**src/hw/pmp_pkg.sv**
```systemverilog
// Purpose: shared constants and types of the parallel master bus port
// Assumes: one clock, config on plain ports
// Notes: field codes as seen on the config ports
package pmp_pkg;
    // bus widths
    localparam int ADDR_W = 16; // address pins
    localparam int DATA_W = 16; // data pins
    // strobe style codes
    localparam logic [1:0] MODE_STYLE_ONE = 2'h3; // rw line plus enable
    localparam logic [1:0] MODE_STYLE_TWO = 2'h2; // separate read and write
    // chip select function codes
    localparam logic [1:0] SEL_NONE = 2'h0; // both pins are address
    localparam logic [1:0] SEL_HIGH_ONLY = 2'h1; // upper select only
    localparam logic [1:0] SEL_BOTH = 2'h2; // both selects
    // address step codes
    localparam logic [1:0] STEP_NONE = 2'h0; // address kept
    localparam logic [1:0] STEP_INC = 2'h1; // add one
    localparam logic [1:0] STEP_DEC = 2'h2; // subtract one
    // multiplex scheme codes
    localparam logic [1:0] MUX_DEMUX = 2'h0; // separate address pins
    localparam logic [1:0] MUX_PARTIAL = 2'h1; // low address on low data byte
    localparam logic [1:0] MUX_FULL8 = 2'h2; // full address on low data byte
    localparam logic [1:0] MUX_FULL16 = 2'h3; // full address on all data pins
    // pin positions on the address pins
    localparam int PIN_LATCH_LO = 0; // low latch strobe
    localparam int PIN_LATCH_HI = 1; // high latch strobe
    localparam int PIN_SEL_LO = 14; // lower chip select
    localparam int PIN_SEL_HI = 15; // upper chip select
    // masks
    localparam logic [15:0] MASK_LOW_BYTE = 16'h00ff; // byte-wide lanes
    localparam logic [15:0] MASK_ALL = 16'hffff; // all lanes
    localparam logic [15:0] ADDR_ONE = 16'h0001; // step amount
    localparam logic [15:0] ZERO16 = 16'h0000; // reset value
    localparam logic [3:0] CNT_ZERO = 4'h0; // counter floor
    // sequencer states
    typedef enum logic [2:0] {
        ST_IDLE,
        ST_ALO,
        ST_AHI,
        ST_BEGIN,
        ST_MIDDLE,
        ST_END
    } state_t;
endpackage

```
**src/hw/pmp_master.sv**
```systemverilog
// Purpose: parallel master bus port driving external memories and peripherals
// Assumes: plain software ports, split pins
// Notes: read data is from the previous bus read
// Summary of operation
// - both selects active when address 15,14 set
// - mode 11 style one, 10 style two
// - byte width default, wide uses sixteen pins
// - chip select pins excluded from address stepping
// - select function: none, upper only, both
// - mask bit one makes pin address line
// - style one: direction line plus enable
// - style two: separate read and write strobes
// - strobe pins driven only when enabled
// - per-signal polarity, one means active high
// - shared pin shares one polarity bit
// - address steps after transfer completes
// - address-serving select bits do step
// - begin, middle, end wait counts stretch cycles
// - two-bit field picks multiplex scheme
// - multiplexed schemes add address phase cycles
// - demultiplexed: address on address pins
// - partial: low address on data byte
// - full byte: whole address on data byte
// - select bits forced zero in multiplexed address
// - busy drops one cycle before end
// - read returns old value, starts bus read
// - off bit holds port idle and undriven
`timescale 1ns/1ns
module pmp_master
    import pmp_pkg::*;
(
    input wire logic CLK,
    input wire logic RST_N,
    input wire logic ON,
    input wire logic [1:0] MODE,
    input wire logic WIDE_DATA_SEL,
    input wire logic [1:0] SELECT_FUNCTION,
    input wire logic [15:0] PIN_ENABLE_MASK,
    input wire logic READ_PIN_EN,
    input wire logic WRITE_PIN_EN,
    input wire logic READ_POLARITY,
    input wire logic WRITE_POLARITY,
    input wire logic SELECT_HIGH_POLARITY,
    input wire logic SELECT_LOW_POLARITY,
    input wire logic LATCH_POLARITY,
    input wire logic [1:0] ADDRESS_STEP,
    input wire logic [1:0] WAIT_BEGIN,
    input wire logic [3:0] WAIT_MIDDLE,
    input wire logic [1:0] WAIT_END,
    input wire logic [1:0] MUX_SCHEME,
    input wire logic ADDR_WR,
    input wire logic [15:0] ADDR_WDATA,
    output logic [15:0] ADDRESS,
    input wire logic WR_VALID,
    output logic WR_READY,
    input wire logic [15:0] WR_DATA,
    input wire logic RD_REQ,
    output logic [15:0] RD_DATA,
    output logic BUSY,
    output logic [15:0] ADDR_PINS_O,
    output logic [15:0] ADDR_PINS_OE,
    output logic [15:0] DATA_PINS_O,
    output logic [15:0] DATA_PINS_OE,
    input wire logic [15:0] DATA_PINS_I,
    output logic READ_STROBE_O,
    output logic READ_STROBE_OE,
    output logic WRITE_STROBE_O,
    output logic WRITE_STROBE_OE
);
    state_t state; // sequencer state
    state_t next_state; // sequencer next state
    logic [3:0] cnt; // wait counter within a phase
    logic [3:0] next_cnt; // counter next value
    logic is_write; // current transfer is a write
    logic [15:0] wdata; // data held for the bus write
    logic [15:0] data_sync; // synchronised data pins
    logic [15:0] buf_data; // head of the write buffer
    logic buf_valid; // write waiting in buffer
    logic [15:0] next_addr_o; // address pin values
    logic [15:0] next_addr_oe; // address pin enables
    logic [15:0] next_data_o; // data pin values
    logic [15:0] next_data_oe; // data pin enables

    // configuration decode
    wire master_on = ON && (MODE == MODE_STYLE_ONE || MODE == MODE_STYLE_TWO);
    wire style_one = (MODE == MODE_STYLE_ONE);
    wire sel_hi_en = (SELECT_FUNCTION == SEL_HIGH_ONLY) || (SELECT_FUNCTION == SEL_BOTH);
    wire sel_lo_en = (SELECT_FUNCTION == SEL_BOTH); // lower alone impossible
    wire muxed = (MUX_SCHEME != MUX_DEMUX);
    wire [15:0] lane_mask = WIDE_DATA_SEL ? MASK_ALL : MASK_LOW_BYTE;

    // request decode
    wire idle = (state == ST_IDLE);
    wire take_write = master_on && idle && buf_valid;
    wire take_read = master_on && idle && !buf_valid && RD_REQ;
    wire start = take_write || take_read;
    wire last_cycle = (state == ST_END) && (cnt == CNT_ZERO);

    // address stepping, select pins kept out of the carry
    wire [15:0] step_mask = {!sel_hi_en, !sel_lo_en, 14'h3fff};
    wire [15:0] addr_inc = ADDRESS + ADDR_ONE;
    wire [15:0] addr_dec = ADDRESS - ADDR_ONE;
    wire [15:0] addr_moved = (ADDRESS & ~step_mask) |
                             (((ADDRESS_STEP == STEP_INC) ? addr_inc : addr_dec) & step_mask);
    wire do_step = last_cycle && (ADDRESS_STEP == STEP_INC || ADDRESS_STEP == STEP_DEC);

    // address on shared pins, select bits forced low
    wire [15:0] mux_addr = {ADDRESS[15] && !sel_hi_en, ADDRESS[14] && !sel_lo_en,
                            ADDRESS[13:0]};

    // phase flags
    wire in_op = !idle;
    wire in_mid = (state == ST_MIDDLE);
    wire in_data = (state == ST_BEGIN) || in_mid || (state == ST_END);
    wire latch_lo_act = (state == ST_ALO);
    wire latch_hi_act = (state == ST_AHI) ||
                        ((state == ST_ALO) && (MUX_SCHEME == MUX_FULL16));
    wire latch_lo_lvl = latch_lo_act ? LATCH_POLARITY : !LATCH_POLARITY;
    wire latch_hi_lvl = latch_hi_act ? LATCH_POLARITY : !LATCH_POLARITY;
    wire sel_hi_lvl = (in_op && ADDRESS[15]) ? SELECT_HIGH_POLARITY
                                              : !SELECT_HIGH_POLARITY;
    wire sel_lo_lvl = (in_op && ADDRESS[14]) ? SELECT_LOW_POLARITY
                                              : !SELECT_LOW_POLARITY;

    // strobe levels per style
    wire rd_act = style_one ? (in_op && !is_write) : (in_mid && !is_write);
    wire wr_act = style_one ? in_mid : (in_mid && is_write);
    wire next_rd_o = rd_act ? READ_POLARITY : !READ_POLARITY;
    wire next_wr_o = wr_act ? WRITE_POLARITY : !WRITE_POLARITY;

    // busy low on the final cycle of a transfer
    wire next_last = (next_state == ST_END) && (next_cnt == CNT_ZERO);
    wire next_busy = (next_state != ST_IDLE) && !next_last;

    // write buffer between software and the sequencer
    pmp_buf2 #(
        .WIDTH(DATA_W)
    ) u_wbuf (
        .clk(CLK),
        .rst_n(RST_N),
        .in_valid(WR_VALID),
        .in_ready(WR_READY),
        .in_data(WR_DATA),
        .out_valid(buf_valid),
        .out_ready(take_write),
        .out_data(buf_data)
    );

    // data pins pass two flops before use
    pmp_sync #(
        .WIDTH(DATA_W)
    ) u_dsync (
        .clk(CLK),
        .rst_n(RST_N),
        .async_in(DATA_PINS_I),
        .sync_out(data_sync)
    );

    // sequencer next state
    always_comb begin
        next_state = state;
        next_cnt = cnt;
        case (state)
            ST_IDLE: begin
                if (start) begin
                    next_state = muxed ? ST_ALO : ST_BEGIN;
                    next_cnt = muxed ? CNT_ZERO : {2'h0, WAIT_BEGIN};
                end
            end
            ST_ALO: begin
                // byte-wide full scheme needs a second address phase
                next_state = (MUX_SCHEME == MUX_FULL8) ? ST_AHI : ST_BEGIN;
                next_cnt = (MUX_SCHEME == MUX_FULL8) ? CNT_ZERO : {2'h0, WAIT_BEGIN};
            end
            ST_AHI: begin
                next_state = ST_BEGIN;
                next_cnt = {2'h0, WAIT_BEGIN};
            end
            ST_BEGIN: begin
                if (cnt == CNT_ZERO) begin
                    next_state = ST_MIDDLE;
                    next_cnt = WAIT_MIDDLE;
                end else begin
                    next_cnt = cnt - 4'h1;
                end
            end
            ST_MIDDLE: begin
                if (cnt == CNT_ZERO) begin
                    next_state = ST_END;
                    next_cnt = {2'h0, WAIT_END};
                end else begin
                    next_cnt = cnt - 4'h1;
                end
            end
            ST_END: begin
                if (cnt == CNT_ZERO) begin
                    next_state = ST_IDLE;
                end else begin
                    next_cnt = cnt - 4'h1;
                end
            end
            default: begin
                next_state = ST_IDLE;
                next_cnt = CNT_ZERO;
            end
        endcase
        if (!master_on) begin
            // module off: abandon any transfer
            next_state = ST_IDLE;
            next_cnt = CNT_ZERO;
        end
    end

    // address pin drive per scheme
    always_comb begin
        next_addr_o = ZERO16;
        next_addr_oe = PIN_ENABLE_MASK & {16{master_on}};
        case (MUX_SCHEME)
            MUX_DEMUX: begin
                next_addr_o = ADDRESS;
            end
            MUX_PARTIAL: begin
                next_addr_o[15:8] = ADDRESS[15:8];
                next_addr_o[PIN_LATCH_LO] = latch_lo_lvl;
                next_addr_oe[7:1] = 7'h00; // freed pins
            end
            default: begin
                next_addr_o[PIN_LATCH_LO] = latch_lo_lvl;
                next_addr_o[PIN_LATCH_HI] = latch_hi_lvl;
                next_addr_oe[13:2] = 12'h000; // freed pins
                next_addr_oe[15] = next_addr_oe[15] && sel_hi_en; // pins 15,14 remain only as selects
                next_addr_oe[14] = next_addr_oe[14] && sel_lo_en;
            end
        endcase
        if (sel_hi_en) begin
            next_addr_o[PIN_SEL_HI] = sel_hi_lvl;
        end
        if (sel_lo_en) begin
            next_addr_o[PIN_SEL_LO] = sel_lo_lvl;
        end
    end

    // data pin drive: address phases, then write data
    always_comb begin
        next_data_o = ZERO16;
        next_data_oe = ZERO16;
        if (master_on) begin
            case (state)
                ST_ALO: begin
                    if (MUX_SCHEME == MUX_FULL16) begin
                        next_data_o = mux_addr;
                        next_data_oe = MASK_ALL;
                    end else begin
                        next_data_o[7:0] = mux_addr[7:0];
                        next_data_oe = MASK_LOW_BYTE;
                    end
                end
                ST_AHI: begin
                    next_data_o[7:0] = mux_addr[15:8];
                    next_data_oe = MASK_LOW_BYTE;
                end
                default: begin
                    if (in_data && is_write) begin
                        next_data_o = wdata & lane_mask;
                        next_data_oe = lane_mask;
                    end
                end
            endcase
        end
    end

    // sequencer registers
    always_ff @(posedge CLK) begin
        if (!RST_N) begin
            state <= ST_IDLE;
            cnt <= CNT_ZERO;
            BUSY <= 1'b0;
        end else begin
            state <= next_state;
            cnt <= next_cnt;
            BUSY <= next_busy;
        end
    end

    // transfer kind and write data capture
    always_ff @(posedge CLK) begin
        if (!RST_N) begin
            is_write <= 1'b0;
            wdata <= ZERO16;
        end else if (start) begin
            is_write <= take_write;
            wdata <= take_write ? buf_data : wdata;
        end
    end

    // address register: software load wins over stepping
    always_ff @(posedge CLK) begin
        if (!RST_N) begin
            ADDRESS <= ZERO16;
        end else if (ADDR_WR) begin
            ADDRESS <= ADDR_WDATA;
        end else if (do_step) begin
            ADDRESS <= addr_moved;
        end
    end

    // read data latched at close of middle phase
    always_ff @(posedge CLK) begin
        if (!RST_N) begin
            RD_DATA <= ZERO16;
        end else if (in_mid && cnt == CNT_ZERO && !is_write) begin
            RD_DATA <= data_sync & lane_mask;
        end
    end

    // registered pin outputs
    always_ff @(posedge CLK) begin
        if (!RST_N) begin
            ADDR_PINS_O <= ZERO16;
            ADDR_PINS_OE <= ZERO16;
            DATA_PINS_O <= ZERO16;
            DATA_PINS_OE <= ZERO16;
            READ_STROBE_O <= 1'b0;
            READ_STROBE_OE <= 1'b0;
            WRITE_STROBE_O <= 1'b0;
            WRITE_STROBE_OE <= 1'b0;
        end else begin
            ADDR_PINS_O <= next_addr_o;
            ADDR_PINS_OE <= next_addr_oe;
            DATA_PINS_O <= next_data_o;
            DATA_PINS_OE <= next_data_oe;
            READ_STROBE_O <= next_rd_o;
            READ_STROBE_OE <= READ_PIN_EN && master_on;
            WRITE_STROBE_O <= next_wr_o;
            WRITE_STROBE_OE <= WRITE_PIN_EN && master_on;
        end
    end
endmodule

```
**src/hw/pmp_sync.sv**
```systemverilog
// Purpose: two flip-flop synchroniser for a group of pin inputs
// Assumes: inputs asynchronous to CLK
// Notes: the first stage feeds only the second
`timescale 1ns/1ns
module pmp_sync #(
    parameter int WIDTH = 16
) (
    input wire logic clk,
    input wire logic rst_n,
    input wire logic [WIDTH-1:0] async_in,
    output logic [WIDTH-1:0] sync_out
);
    logic [WIDTH-1:0] meta; // first stage, read only by sync_out

    // two stage capture
    always_ff @(posedge clk) begin
        if (!rst_n) begin
            meta <= '0;
            sync_out <= '0;
        end else begin
            meta <= async_in;
            sync_out <= meta;
        end
    end
endmodule

```
**src/hw/pmp_buf2.sv**
```systemverilog
// Purpose: two-entry buffer with valid and ready on both sides
// Assumes: single clock, synchronous active low reset
// Notes: full lowers in_ready, stalling the source
`timescale 1ns/1ns
module pmp_buf2 #(
    parameter int WIDTH = 16
) (
    input wire logic clk,
    input wire logic rst_n,
    input wire logic in_valid,
    output logic in_ready,
    input wire logic [WIDTH-1:0] in_data,
    output logic out_valid,
    input wire logic out_ready,
    output logic [WIDTH-1:0] out_data
);
    logic [WIDTH-1:0] slot0; // head entry
    logic [WIDTH-1:0] slot1; // second entry
    logic [1:0] count; // entries held
    wire push = in_valid && in_ready; // accepted write
    wire pop = out_valid && out_ready; // drained word
    wire [1:0] next_count = count + {1'b0, push} - {1'b0, pop}; // occupancy after edge

    assign out_valid = (count != 2'h0); // honest empty
    assign out_data = slot0;

    // occupancy and storage
    always_ff @(posedge clk) begin
        if (!rst_n) begin
            count <= 2'h0;
            in_ready <= 1'b1;
            slot0 <= '0;
            slot1 <= '0;
        end else begin
            count <= next_count;
            in_ready <= (next_count != 2'h2); // registered full
            if (pop) begin
                slot0 <= (count == 2'h2) ? slot1 : in_data; // shift or bypass
            end else if (push && count == 2'h0) begin
                slot0 <= in_data;
            end
            if (push && ((count == 2'h1 && !pop) || (count == 2'h2 && pop))) begin
                slot1 <= in_data;
            end
        end
    end
endmodule

```
**config.mk**
```make
export PLATFORM = sky130hd
export DESIGN_NAME = pmp_master
export DESIGN_NICKNAME = d
export VERILOG_FILES = /design/src/hw/pmp_pkg.sv /design/src/hw/pmp_master.sv /design/src/hw/pmp_sync.sv /design/src/hw/pmp_buf2.sv
export SDC_FILE = /design/constraint.sdc
export NUM_CORES = 1
export LEC_CHECK = 0
export BUFFER_PORTS_ARGS = -buffer_cell sky130_fd_sc_hd__clkbuf_2
export CORE_UTILIZATION = 57
export DETAILED_ROUTE_END_ITERATION = 8
export GPL_TIMING_DRIVEN = 0
export PLACE_DENSITY = 0.85
export SYNTH_ARGS = -nofsm -noshare
export SYNTH_HDL_FRONTEND = slang
export SYNTH_SLANG_ARGS = --single-unit
```
**constraint.sdc**
```tcl
create_clock -name CLK -period 5.14 [get_ports CLK]
set_input_delay 0.771 -clock CLK [delete_from_list [all_inputs] [get_ports CLK]]
set_output_delay 0.771 -clock CLK [all_outputs]
set_load 0.01 [all_outputs]
```
==> results of run 1 <==
-- synthesized netlist by cell type, drive strengths merged (4+ instances only) --
master	n	area [um2]
nand2b	5	31.3
a31oi	5	31.3
a21boi	32	240
o211ai	5	37.5
nand2	104	390
xnor2	15	131
clkbuf	33	125
inv	17	63.8
nor3	12	65.1
or3	6	37.5
and2	63	394
nor2	59	253
a21o	10	75.1
o211a	18	180
mux2i	34	340
a211oi	8	60.1
dfxtp	178	3560
a21oi	44	220
o21ai	28	140
buf	30	211
a32oi	4	35.0
a22oi	16	120
ha	19	238
nand3	17	85.1
nor2b	32	200
and3	4	25.0
-- layout make-up --
type                    count  area share
clock buffers              18      0.0466
clock inverters            14      0.0239
flip-flops and latches    178       0.378
multi-input cells         572       0.384
repair buffers            192       0.102
well taps                 172      0.0228
inverters                  18     0.00717
plain buffers              63      0.0357
-- cells by family after synthesis --
logic type,Yosys count,synth area share
adders and majority gates,20,0.0340
muxes,35,0.0464
buffers and inverters,81,0.0533
DFF,178,0.470
and+or+nand+nor,311,0.205
AOI/OAI and AO/OA,188,0.171
xor gates and xnor gates,18,0.0208
-- flip-flops by register name (all words and copies together), names as in the netlist, named ones only --
signal,count
u_wbuf.slot1,16
READ_STROBE_O,1
WRITE_STROBE_OE,1
u_wbuf.count,2
WRITE_STROBE_O,1
state,3
wdata,16
DATA_PINS_OE,2
is_write,1
READ_STROBE_OE,1
ADDR_PINS_O,16
BUSY,1
cnt,4
ADDR_PINS_OE,16
u_dsync.meta,16
ADDRESS,14
u_dsync.sync_out,16
u_wbuf.in_ready,1
DATA_PINS_O,16
RD_DATA,16
u_wbuf.out_data,16
-- through the flow --
stage / cells / utilization / total power, uW / instance area, um2 / hold slack [ps]
finish: 1227 / 0.738 / 3580 / 9420 / 432
detailed placement: 1195 / 0.686 / 2150 / 8760 / 419
floorplan: 831 / - / 1980 / 7580 / 412
global route: 1227 / 0.738 / 3720 / 9420 / 444
CTS: 1227 / 0.738 / 3580 / 9420 / 434
global placement: 1195 / 0.686 / 2140 / 8760 / 413
-- worst max-delay path by stage --
stage	cells after the start	endpoint	slack, ps	from
after floorplan	10	ADDRESS[10]	2110	ADDRESS_STEP[1]
after CTS	11	ADDRESS[10]	2090	ADDRESS_STEP[1]
after detailed placement	11	ADDRESS[10]	1660	ADDRESS_STEP[1]
final	11	ADDRESS[10]	2050	ADDRESS_STEP[1]
after global placement	11	ADDRESS[10]	1670	ADDRESS_STEP[1]
after global routing	11	ADDRESS[10]	1870	ADDRESS_STEP[1]
-- layer usage --
layer / vias up / global-route usage / wire, um
met5: - / 0 / 0
met4: 0 / 0.131 / 487
met3: 46 / 0.0642 / 1580
met2: 333 / 0.504 / 9910
met1: 3164 / 0.364 / 8300
li1: 3263 / - / -
-- power by group through the flow --
stage	Clock (uW)	Combinational, uW	Sequential, uW
floorplan	0	404	1580
global placement	0	547	1590
detailed placement	0	562	1590
CTS	1450	572	1560
global route	1510	632	1570
finish	1440	573	1560
-- critical path: cells and delay by family --
kind                     cells  cell delay (ps)
AO/OA/AOI/OAI                4             1030
adder cells (fa/ha/maj)      2              600
buffers and inverters        3              540
multiplexers                 1              350
AND/OR/NAND/NOR              1              150
==> metrics, run 1 <==
period utilization 0.601; GRT overflow 0; Hold Path Origin u_dsync.meta[6]; r2r endpoint u_wbuf.in_ready; Setup Buffers After CTS 0; Worst-path clk slew roughly 70 ps; final hold violations 0; DR vias/cell 5.55; Synth Cell Area between 7000 and 8000 um2; layout cells sized above 1 0.246; Setup CP Type in2reg; Worst Path Required ~5500 ps; first-pass GRT wire length between 30,000 and 40,000 um; via count around 6,800; RSZ-0062 raised after global routing no; Setup WS post-layout 2050 ps; # rows between 40 and 50; die height ~120 um; peak supply drop ~0.28 mV; flops & latches, synth about 180; post-synthesis sequential area ratio 0.470; DRT Wirelength about 20,000 um; Worst Setup Slack post-DPL roughly 1700 ps; Initial DRT Pass Iterations 5; Worst-Skew Late Latency roughly 430 ps; Net Count, Synth 945; H-tree depth 4; Ports 196; synthesized area per cell between 9 and 10 um2; outcome finished, final reports clean; core area roughly 13,000 um2; Horiz. Die Dim about 120 um; Slew headroom 0.511; crit-path cells clkbuf_2, inv_1, ha_1, inv_1, ha_1, a211oi_1, o21ai_0, a31o_2, nand3_1, mux2_2, a211oi_1; Clk pwr share 0.403; Post-DP HPWL roughly 15,000 um; Min-Delay Path Class reg2reg; crit-path max FO 15; most common cell after layout, fill and taps aside clkbuf_2; CP peak stage delay 430 ps; All-Layer GR Usage 0.298; Sink Count between 150 and 200; Final setup viols 0; Lkg Pwr approximately 0.0042 uW; initial antenna violation count 0; footprint of the multi-input gates ~3600 um2; Primary FF master, synth dfxtp_1; clk buf depth 2; Post-CTS Hold Fix Bufs 0; Final min period 3090 ps; pwr dens 380 nW/um2; hold endpoint u_dsync.sync_out[6]; vias in the first global route roughly 6,500; combinational share of power 0.160; critical path arrival between 3000 and 4000 ps; TritonCTS clock tree done; # resized after CTS 0; FFs w/ async S/R, synth 0; Layout Area Growth over Synthesis 24.3%; sequential power share 0.437; cell count after synthesis roughly 830; Num CTS Buffers 17; Post-synth EDFFs 0; number of fill cells in the layout between 1,000 and 1,500; Netlist cell types between 50 and 60; MaxCap Viol Count 0; gpl congestion roughly 0.94; I/O Buffers about 190; hold depth 1; residual DRC count 0; # nets final around 1,200; slew of the pin with the lowest slew margin between 700 and 800 ps; Clock Skew around 10 ps; FF-to-FF setup slack around 2200 ps; starting density of the core 0.594; worst-case reg-to-reg path depth 13; pin count of the biggest net entering global routing 17; routed len/inst 16.5 um; most frequent cells in the layout clkbuf_2 (193), dfxtp_1 (178), nand2_1 (104), and2_1 (63), nor2_1 (56); Clock Tree Root clkbuf_16; Startpoint Class input port; RR Startpoint state[0]; antenna-violating nets left 0; Internal Pwr Total between 2000 and 3000 uW; setup TNS 0 ps; CP Capture Type register; Reg area about 3600 um2; Achievable Freq 324 MHz; die area around 14,000 um2; net switching power figure approximately 950 uW; diode count 0; Net Sw Frac 0.265; Yosys warning count 0; highest-delay cell along the critical path inv_1; initial drt markers roughly 540; Max Slew Vio Count 0
Power figures use the tool's default switching activity.
==> run 2, diff against run 1 <==
--- a/config.mk
+++ b/config.mk
@@ -5,11 +5,12 @@
 export SDC_FILE = /design/constraint.sdc
 export NUM_CORES = 1
 export LEC_CHECK = 0
+export ABC_AREA = 1
 export BUFFER_PORTS_ARGS = -buffer_cell sky130_fd_sc_hd__clkbuf_2
-export CORE_UTILIZATION = 57
+export CORE_UTILIZATION = 53
 export DETAILED_ROUTE_END_ITERATION = 8
 export GPL_TIMING_DRIVEN = 0
-export PLACE_DENSITY = 0.85
+export PLACE_DENSITY = 0.8
 export SYNTH_ARGS = -nofsm -noshare
 export SYNTH_HDL_FRONTEND = slang
 export SYNTH_SLANG_ARGS = --single-unit
==> constraint.sdc (replaced) <==
create_clock -name CLK -period 3 [get_ports CLK]
set_input_delay 0.45 -clock CLK [delete_from_list [all_inputs] [get_ports CLK]]
set_output_delay 0.45 -clock CLK [all_outputs]
set_load 0.01 [all_outputs]
==> metrics, run 2 <==
die area 14,800 um2 (was 13,800 um2); Startpoint Class input port (unchanged); Net Sw Frac 0.303 (was 0.265); combinational share of power 0.196 (was 0.160); starting density of the core 0.546 (was 0.594); crit-path cells clkbuf_2, inv_1, ha_1, inv_1, ha_1, a21oi_1, o21ai_0, nand2_1, nand3_1, nand2_1, nand2_1, nand2_1, nand3_1, nand2_1, inv_1 (was clkbuf_2, inv_1, ha_1, inv_1, ha_1, a211oi_1, o21ai_0, a31o_2, nand3_1, mux2_2, a211oi_1); Placed Cells 1,371 (was 1,195); DR top layer met4 (unchanged); via count 7,192 (was 6,806); # nets final 1,324 (was 1,156); sequential power share 0.442 (was 0.437); Horiz. Die Dim 122 um (was 117 um); routed len/inst 14.8 um (was 16.5 um); highest-delay cell along the critical path inv_1 (unchanged); Post-DP HPWL 16,000 um (was 14,700 um); routed length on met1 8640 um (was 8300 um); most common cell after layout, fill and taps aside clkbuf_2 (unchanged); Final setup viols 0 (unchanged); met2 WL post-DR 9810 um (was 9910 um); Primary FF master, synth dfxtp_1 (unchanged); die height 122 um (was 117 um); Finished Layout Cells 1,403 (was 1,227); most frequent cell after synthesis dfxtp_1 (unchanged); I/O Buffers 194 (was 192); Setup CP Type in2reg (unchanged); slew of the pin with the lowest slew margin 788 ps (was 732 ps); post-synthesis sequential area ratio 0.468 (was 0.470); largest area contributor in the netlist dfxtp_1 (unchanged); Post-synth EDFFs 0 (unchanged); met3 WL post-DR 1620 um (was 1580 um); Initial DRT Pass Iterations 5 (unchanged); All-Layer GR Usage 0.283 (was 0.298); Worst-Skew Late Latency 430 ps (about the same); Internal Pwr Total 4310 uW (was 2630 uW); Worst Path Required 3330 ps (was 5490 ps); Achievable Freq between 400 and 500 MHz; Clock Tree Root clkbuf_16 (unchanged); GRT overflow 0 (unchanged); final hold violations 0 (unchanged); crit-path max FO 15 (unchanged); Lkg Pwr 0.00480 uW (was 0.00424 uW); dominant cells by area after synthesis dfxtp_1 (47%), nand2_1 (8.4%), a21oi_1 (7.3%), inv_1 (6.8%), nor2_1 (5.3%) (was dfxtp_1 (47%), and2_1 (5.2%), nand2_1 (5.1%), mux2i_1 (4.5%), a21boi_0 (3.2%)); clk buf depth 2 (unchanged); Clock Skew 10.4 ps (was 9.92 ps); flops & latches, synth 178 (unchanged); Layout Area Growth over Synthesis 23.6% (was 24.3%); vias in the first global route 6,458 (was 6,468); critical path arrival 2710 ps (was 3440 ps); synthesized area per cell 7.64 um2 (was 9.12 um2); Yosys warning count 0 (unchanged); layout cells sized above 1 0.233 (was 0.246); diode count 0 (unchanged); initial drt markers 739 (was 538); Post-CTS Hold Fix Bufs 0 (unchanged); cell family with most CP delay simple AND/OR/NAND/NOR gates (was compound AO/OA/AOI/OAI gates); peak supply drop 0.549 mV (was 0.283 mV); # resized after CTS 0 (unchanged); cell count after synthesis 997 (was 831); DRT Wirelength 20,800 um (was 20,300 um); net switching power figure 1870 uW (was 950 uW); pwr dens 657 nW/um2 (was 380 nW/um2); MaxCap Viol Count 0 (unchanged); RSZ-0062 raised after global routing no (unchanged); Final min period about 2400 ps; antenna-violating nets left 0 (unchanged); FFs w/ async S/R, synth 0 (unchanged); H-tree depth 4 (unchanged); initial antenna violation count 0 (unchanged); top cells by count, synth dfxtp_1 (178), nand2_1 (171), inv_1 (137), a21oi_1 (111), nor2_1 (108) (was dfxtp_1 (178), nand2_1 (104), and2_1 (63), nor2_1 (56), a21oi_1 (44)); setup TNS 0 ps (unchanged); Synth Cell Area 7610 um2 (was 7580 um2); pin count of the biggest net entering global routing 18 (was 17); Worst-path clk slew 70 ps (about the same); Min-Delay Path Class in2reg (was reg2reg); Sink Count 178 (unchanged); gpl congestion 0.999 (was 0.939); Net Count, Synth 1,111 (was 945); CP Capture Type register (unchanged); Clk pwr share 0.362 (was 0.403); Max Slew Vio Count 0 (unchanged); Slew headroom 0.474 (was 0.511); Crit path top cell by count nand2_1; top cell type's share of synthesized area 0.468 (was 0.470); core area 13,900 um2 (was 12,800 um2); Setup Buffers After CTS 0 (unchanged); # rows 43 (was 41); DR vias/cell 5.13 (was 5.55); Num CTS Buffers 17 (unchanged); Ports 196 (unchanged); Worst Path Buf+Inv 4 (was 3); outcome finished, final reports clean (unchanged); residual DRC count 0 (unchanged); TritonCTS clock tree done (unchanged); first-pass GRT wire length 32,300 um (about the same); Netlist cell types 46 (was 59); period utilization 0.795; CP peak stage delay 450 ps (was 430 ps); most frequent cells in the layout clkbuf_2 (194), dfxtp_1 (178), nand2_1 (171), inv_1 (137), a21oi_1 (111) (was clkbuf_2 (193), dfxtp_1 (178), nand2_1 (104), and2_1 (63), nor2_1 (56))
run 2: changes by cell type in the layout (fill, tap and decap cells not counted), moves of 18 or more:
cell,before,now
inv_1,17,137
nand2_1,104,171
a21oi_1,44,111
o211a_1,18,0
and2_1,63,0
o21ai_1,1,20
nor2_1,56,108
mux2i_1,34,0
nor2b_1,32,0
o21ai_0,27,66
nand3_1,17,49
a21boi_0,32,1
run 2: power groups by stage:
stage	clock network (uW)	registers [uW]	logic (uW)
after floorplan	0	2770	855
after global placement	0	2770	1160
final	2240	2740	1210
after CTS	2250	2730	1200
after global routing	2360	2760	1360
after detailed placement	0	2780	1180
run 2: layout make-up:
cell class	instances	area (um2)
Tap cell	180	225
Inverter	146	551
Multi-Input combinational cell	621	3200
Buffer	52	298
Clock inverter	11	130
Clock buffer	21	470
Sequential cell	178	3560
Timing Repair Buffer	194	971
Fill cell	1167	4520
run 2: worst min-delay path: cells and delay by family:
kind / cells / cell delay, ps
buffers and inverters: 2 / 110
AND/OR/NAND/NOR: 1 / 40
run 2: per-stage QoR:
stage / worst slack, ps / power (uW) / area, um2 / util / hold slack [ps]
floorplan: 736 / 3620 / 7610 / - / 390
global route: 410 / 6470 / 9410 / 0.675 / 199
detailed placement: 235 / 3970 / 8810 / 0.632 / 398
CTS: 674 / 6180 / 9410 / 0.675 / 190
finish: 615 / 6180 / 9410 / 0.675 / 199
global placement: 224 / 3940 / 8810 / 0.632 / 392
run 2: worst paths after layout:
check,from,endpoint,slack [ps],depth (start not counted)
worst max register to register,state[1],u_wbuf.in_ready,880,10
worst min-delay path,DATA_PINS_I[10],u_dsync.meta[10],200,3
worst max-delay path,ADDRESS_STEP[1],register,620,15
worst min register to register,u_dsync.meta[0],u_dsync.sync_out[0],410,2
run 2: layer usage:
layer	track usage	vias to the layer above
li1	-	3625
met1	0.359	3229
met2	0.470	300
met3	0.0496	38
met4	0.123	0
met5	0	-
run 2: logic make-up after synthesis:
kind of cell,Yosys count,synth area share
buf+inv,198,0.111
simple gates,352,0.197
compound gates,237,0.176
xor+xnor,12,0.0138
flops,178,0.468
fa+ha+maj,20,0.0339
==> run 3, diff against run 2 <==
--- a/config.mk
+++ b/config.mk
@@ -7,10 +7,10 @@
 export LEC_CHECK = 0
 export ABC_AREA = 1
 export BUFFER_PORTS_ARGS = -buffer_cell sky130_fd_sc_hd__clkbuf_2
-export CORE_UTILIZATION = 53
+export CORE_UTILIZATION = 48
 export DETAILED_ROUTE_END_ITERATION = 8
 export GPL_TIMING_DRIVEN = 0
-export PLACE_DENSITY = 0.8
+export PLACE_DENSITY = 0.76
 export SYNTH_ARGS = -nofsm -noshare
 export SYNTH_HDL_FRONTEND = slang
 export SYNTH_SLANG_ARGS = --single-unit
==> constraint.sdc (replaced) <==
create_clock -name CLK -period 2.1 [get_ports CLK]
set_input_delay 0.315 -clock CLK [delete_from_list [all_inputs] [get_ports CLK]]
set_output_delay 0.315 -clock CLK [all_outputs]
set_load 0.01 [all_outputs]
==> metrics, run 3 (same netlist as run 2, synthesis figures left out) <==
most frequent cells in the layout clkbuf_2 (194), dfxtp_1 (176), nand2_1 (171), inv_1 (136), a21oi_1 (110) (was clkbuf_2 (194), dfxtp_1 (178), nand2_1 (171), inv_1 (137), a21oi_1 (111)); core area 15,300 um2 (was 13,900 um2); pwr dens 929 nW/um2 (was 657 nW/um2); Initial DRT Pass Iterations 8 (was 5); TritonCTS clock tree done (unchanged); Pwr Total 8780 uW (was 6180 uW); Setup Buffers After CTS 0 (unchanged); pin count of the biggest net entering global routing 18 (unchanged); met3 usage 0.0643 (was 0.0496); period utilization 0.936; Post-DP HPWL 16,200 um (was 16,000 um); antenna-violating nets left 0 (unchanged); H-tree depth 4 (unchanged); initial drt markers 543 (was 739); first-pass GRT wire length 32,100 um (was 32,300 um); Final setup viols 0 (unchanged); Max Slew Vio Count 0 (unchanged); Startpoint Class register (was input port); Horiz. Die Dim 128 um (was 122 um); critical path arrival 2260 ps (was 2710 ps); I/O Buffers 194 (unchanged); All-Layer GR Usage 0.257 (was 0.283); met1 GRT Util 0.325 (was 0.359); met2 usage 0.416 (was 0.470); Finished Layout Cells 1,433 (was 1,403); Worst Hold Slack 58.4 ps (was 199 ps); gpl congestion 0.972 (was 0.999); slew of the pin with the lowest slew margin 754 ps (was 788 ps); Layout Area Growth over Synthesis 24.1% (was 23.6%); Setup WS post-layout 134 ps (was 615 ps); CP peak stage delay 390 ps (was 450 ps); GRT overflow 0 (unchanged); peak supply drop 0.556 mV (was 0.549 mV); # nets final 1,323 (was 1,324); Achievable Freq 509 MHz; Num CTS Buffers 17 (unchanged); Placed Cells 1,402 (was 1,371); Clk pwr share 0.360 (was 0.362); initial antenna violation count 0 (unchanged); crit-path cells ha_1, a21oi_1, o21ai_0, nand2_1, nand3_1, nand2_1, nand2_1, o21ai_0, a21oi_1 (was clkbuf_2, inv_1, ha_1, inv_1, ha_1, a21oi_1, o21ai_0, nand2_1, nand3_1, nand2_1, nand2_1, nand2_1, nand3_1, nand2_1, inv_1); Clock Tree Root clkbuf_16 (unchanged); Internal Pwr Total 6110 uW (was 4310 uW); DR vias/cell 4.99 (was 5.13); diode count 0 (unchanged); die height 128 um (was 122 um); final hold violations 0 (unchanged); Worst Setup Slack post-DPL -374 ps (was 235 ps); clk buf depth 2 (unchanged); RSZ-0062 raised after global routing no (unchanged); starting density of the core 0.497 (was 0.546); vias in the first global route 6,296 (was 6,458); Worst-Skew Late Latency 440 ps (was 430 ps); highest-delay cell along the critical path ha_1 (was inv_1); most common cell after layout, fill and taps aside clkbuf_2 (unchanged); # rows 45 (was 43); outcome finished, final reports clean (unchanged); layout cells sized above 1 0.238 (was 0.233); Crit path top cell by count nand2_1 (unchanged); DRT Wirelength 20,800 um (about the same); Net Sw Frac 0.304 (was 0.303); Setup CP Type reg2reg (was in2reg); crit-path max FO 5 (was 15); Worst-path clk slew 70 ps (about the same); residual DRC count 0 (unchanged); Ports 196 (unchanged); combinational share of power 0.195 (was 0.196); Min-Delay Path Class in2reg (unchanged); Worst Path Required 2390 ps (was 3330 ps); via count 7,148 (was 7,192); MaxCap Viol Count 0 (unchanged); Slew headroom 0.497 (was 0.474); Most Crowded Layer GR met2 (unchanged); sequential power share 0.445 (was 0.442); Lkg Pwr 0.00479 uW (was 0.00480 uW); net switching power figure 2670 uW (was 1870 uW); Clock Skew 10.6 ps (was 10.4 ps); Final min period roughly 2000 ps; routed len/inst 14.5 um (was 14.8 um); CP Capture Type register (unchanged); die area 16,400 um2 (was 14,800 um2); setup TNS 0 ps (unchanged); Sink Count 178 (unchanged)
run 3: timing repair:
item                       4_1_cts  5_1_grt
setup endpoints to repair        2        5
hold buffers                     0        0
gates resized for setup          0        6
run 3: area by class of cell:
| cell class | instances | area, um2 |
|---|---|---|
| Clock buffer | 19 | 453 |
| Inverter | 146 | 553 |
| Timing Repair Buffer | 194 | 971 |
| Multi-Input combinational cell | 621 | 3210 |
| Clock inverter | 13 | 141 |
| Buffer | 51 | 294 |
| Fill cell | 1437 | 5860 |
| Tap cell | 211 | 264 |
| Sequential cell | 178 | 3570 |
run 3: worst paths after layout:
check	startpoint	cells after the start	endpoint	slack [ps]
max reg2reg	ADDRESS[6]	9	ADDRESS[11]	130
max	ADDRESS[6]	9	ADDRESS[11]	130
min reg2reg	u_dsync.meta[14]	2	u_dsync.sync_out[14]	410
min	DATA_PINS_I[12]	3	u_dsync.meta[12]	60
run 3: stage by stage:
step                      utilization  cell area [um2]
after detailed placement        0.578             8850
after CTS                       0.616             9440
final                           0.617             9450
after global placement          0.578             8850
after floorplan                     -             7610
after global routing            0.617             9450
run 3: critical path: cells and delay by family (launching register included):
family,cells,cell delay [ps]
and+or+nand+nor,4,450
AOI/OAI and AO/OA,4,610
adders and majority gates,1,390
DFF,1,380
run 3: power by group through the flow:
stage | Sequential, uW | Clock, uW | Combinational [uW]
floorplan | 3950 | 0 | 1220
global placement | 3970 | 0 | 1670
detailed placement | 3980 | 0 | 1690
CTS | 3900 | 3190 | 1710
global route | 3940 | 3350 | 1910
finish | 3910 | 3160 | 1710
run 3: per-layer routing:
metal | wire length [um] | vias up
met5 | 0 | -
li1 | - | 3623
met4 | 655 | 0
met1 | 9040 | 3176
met2 | 9590 | 306
met3 | 1500 | 43
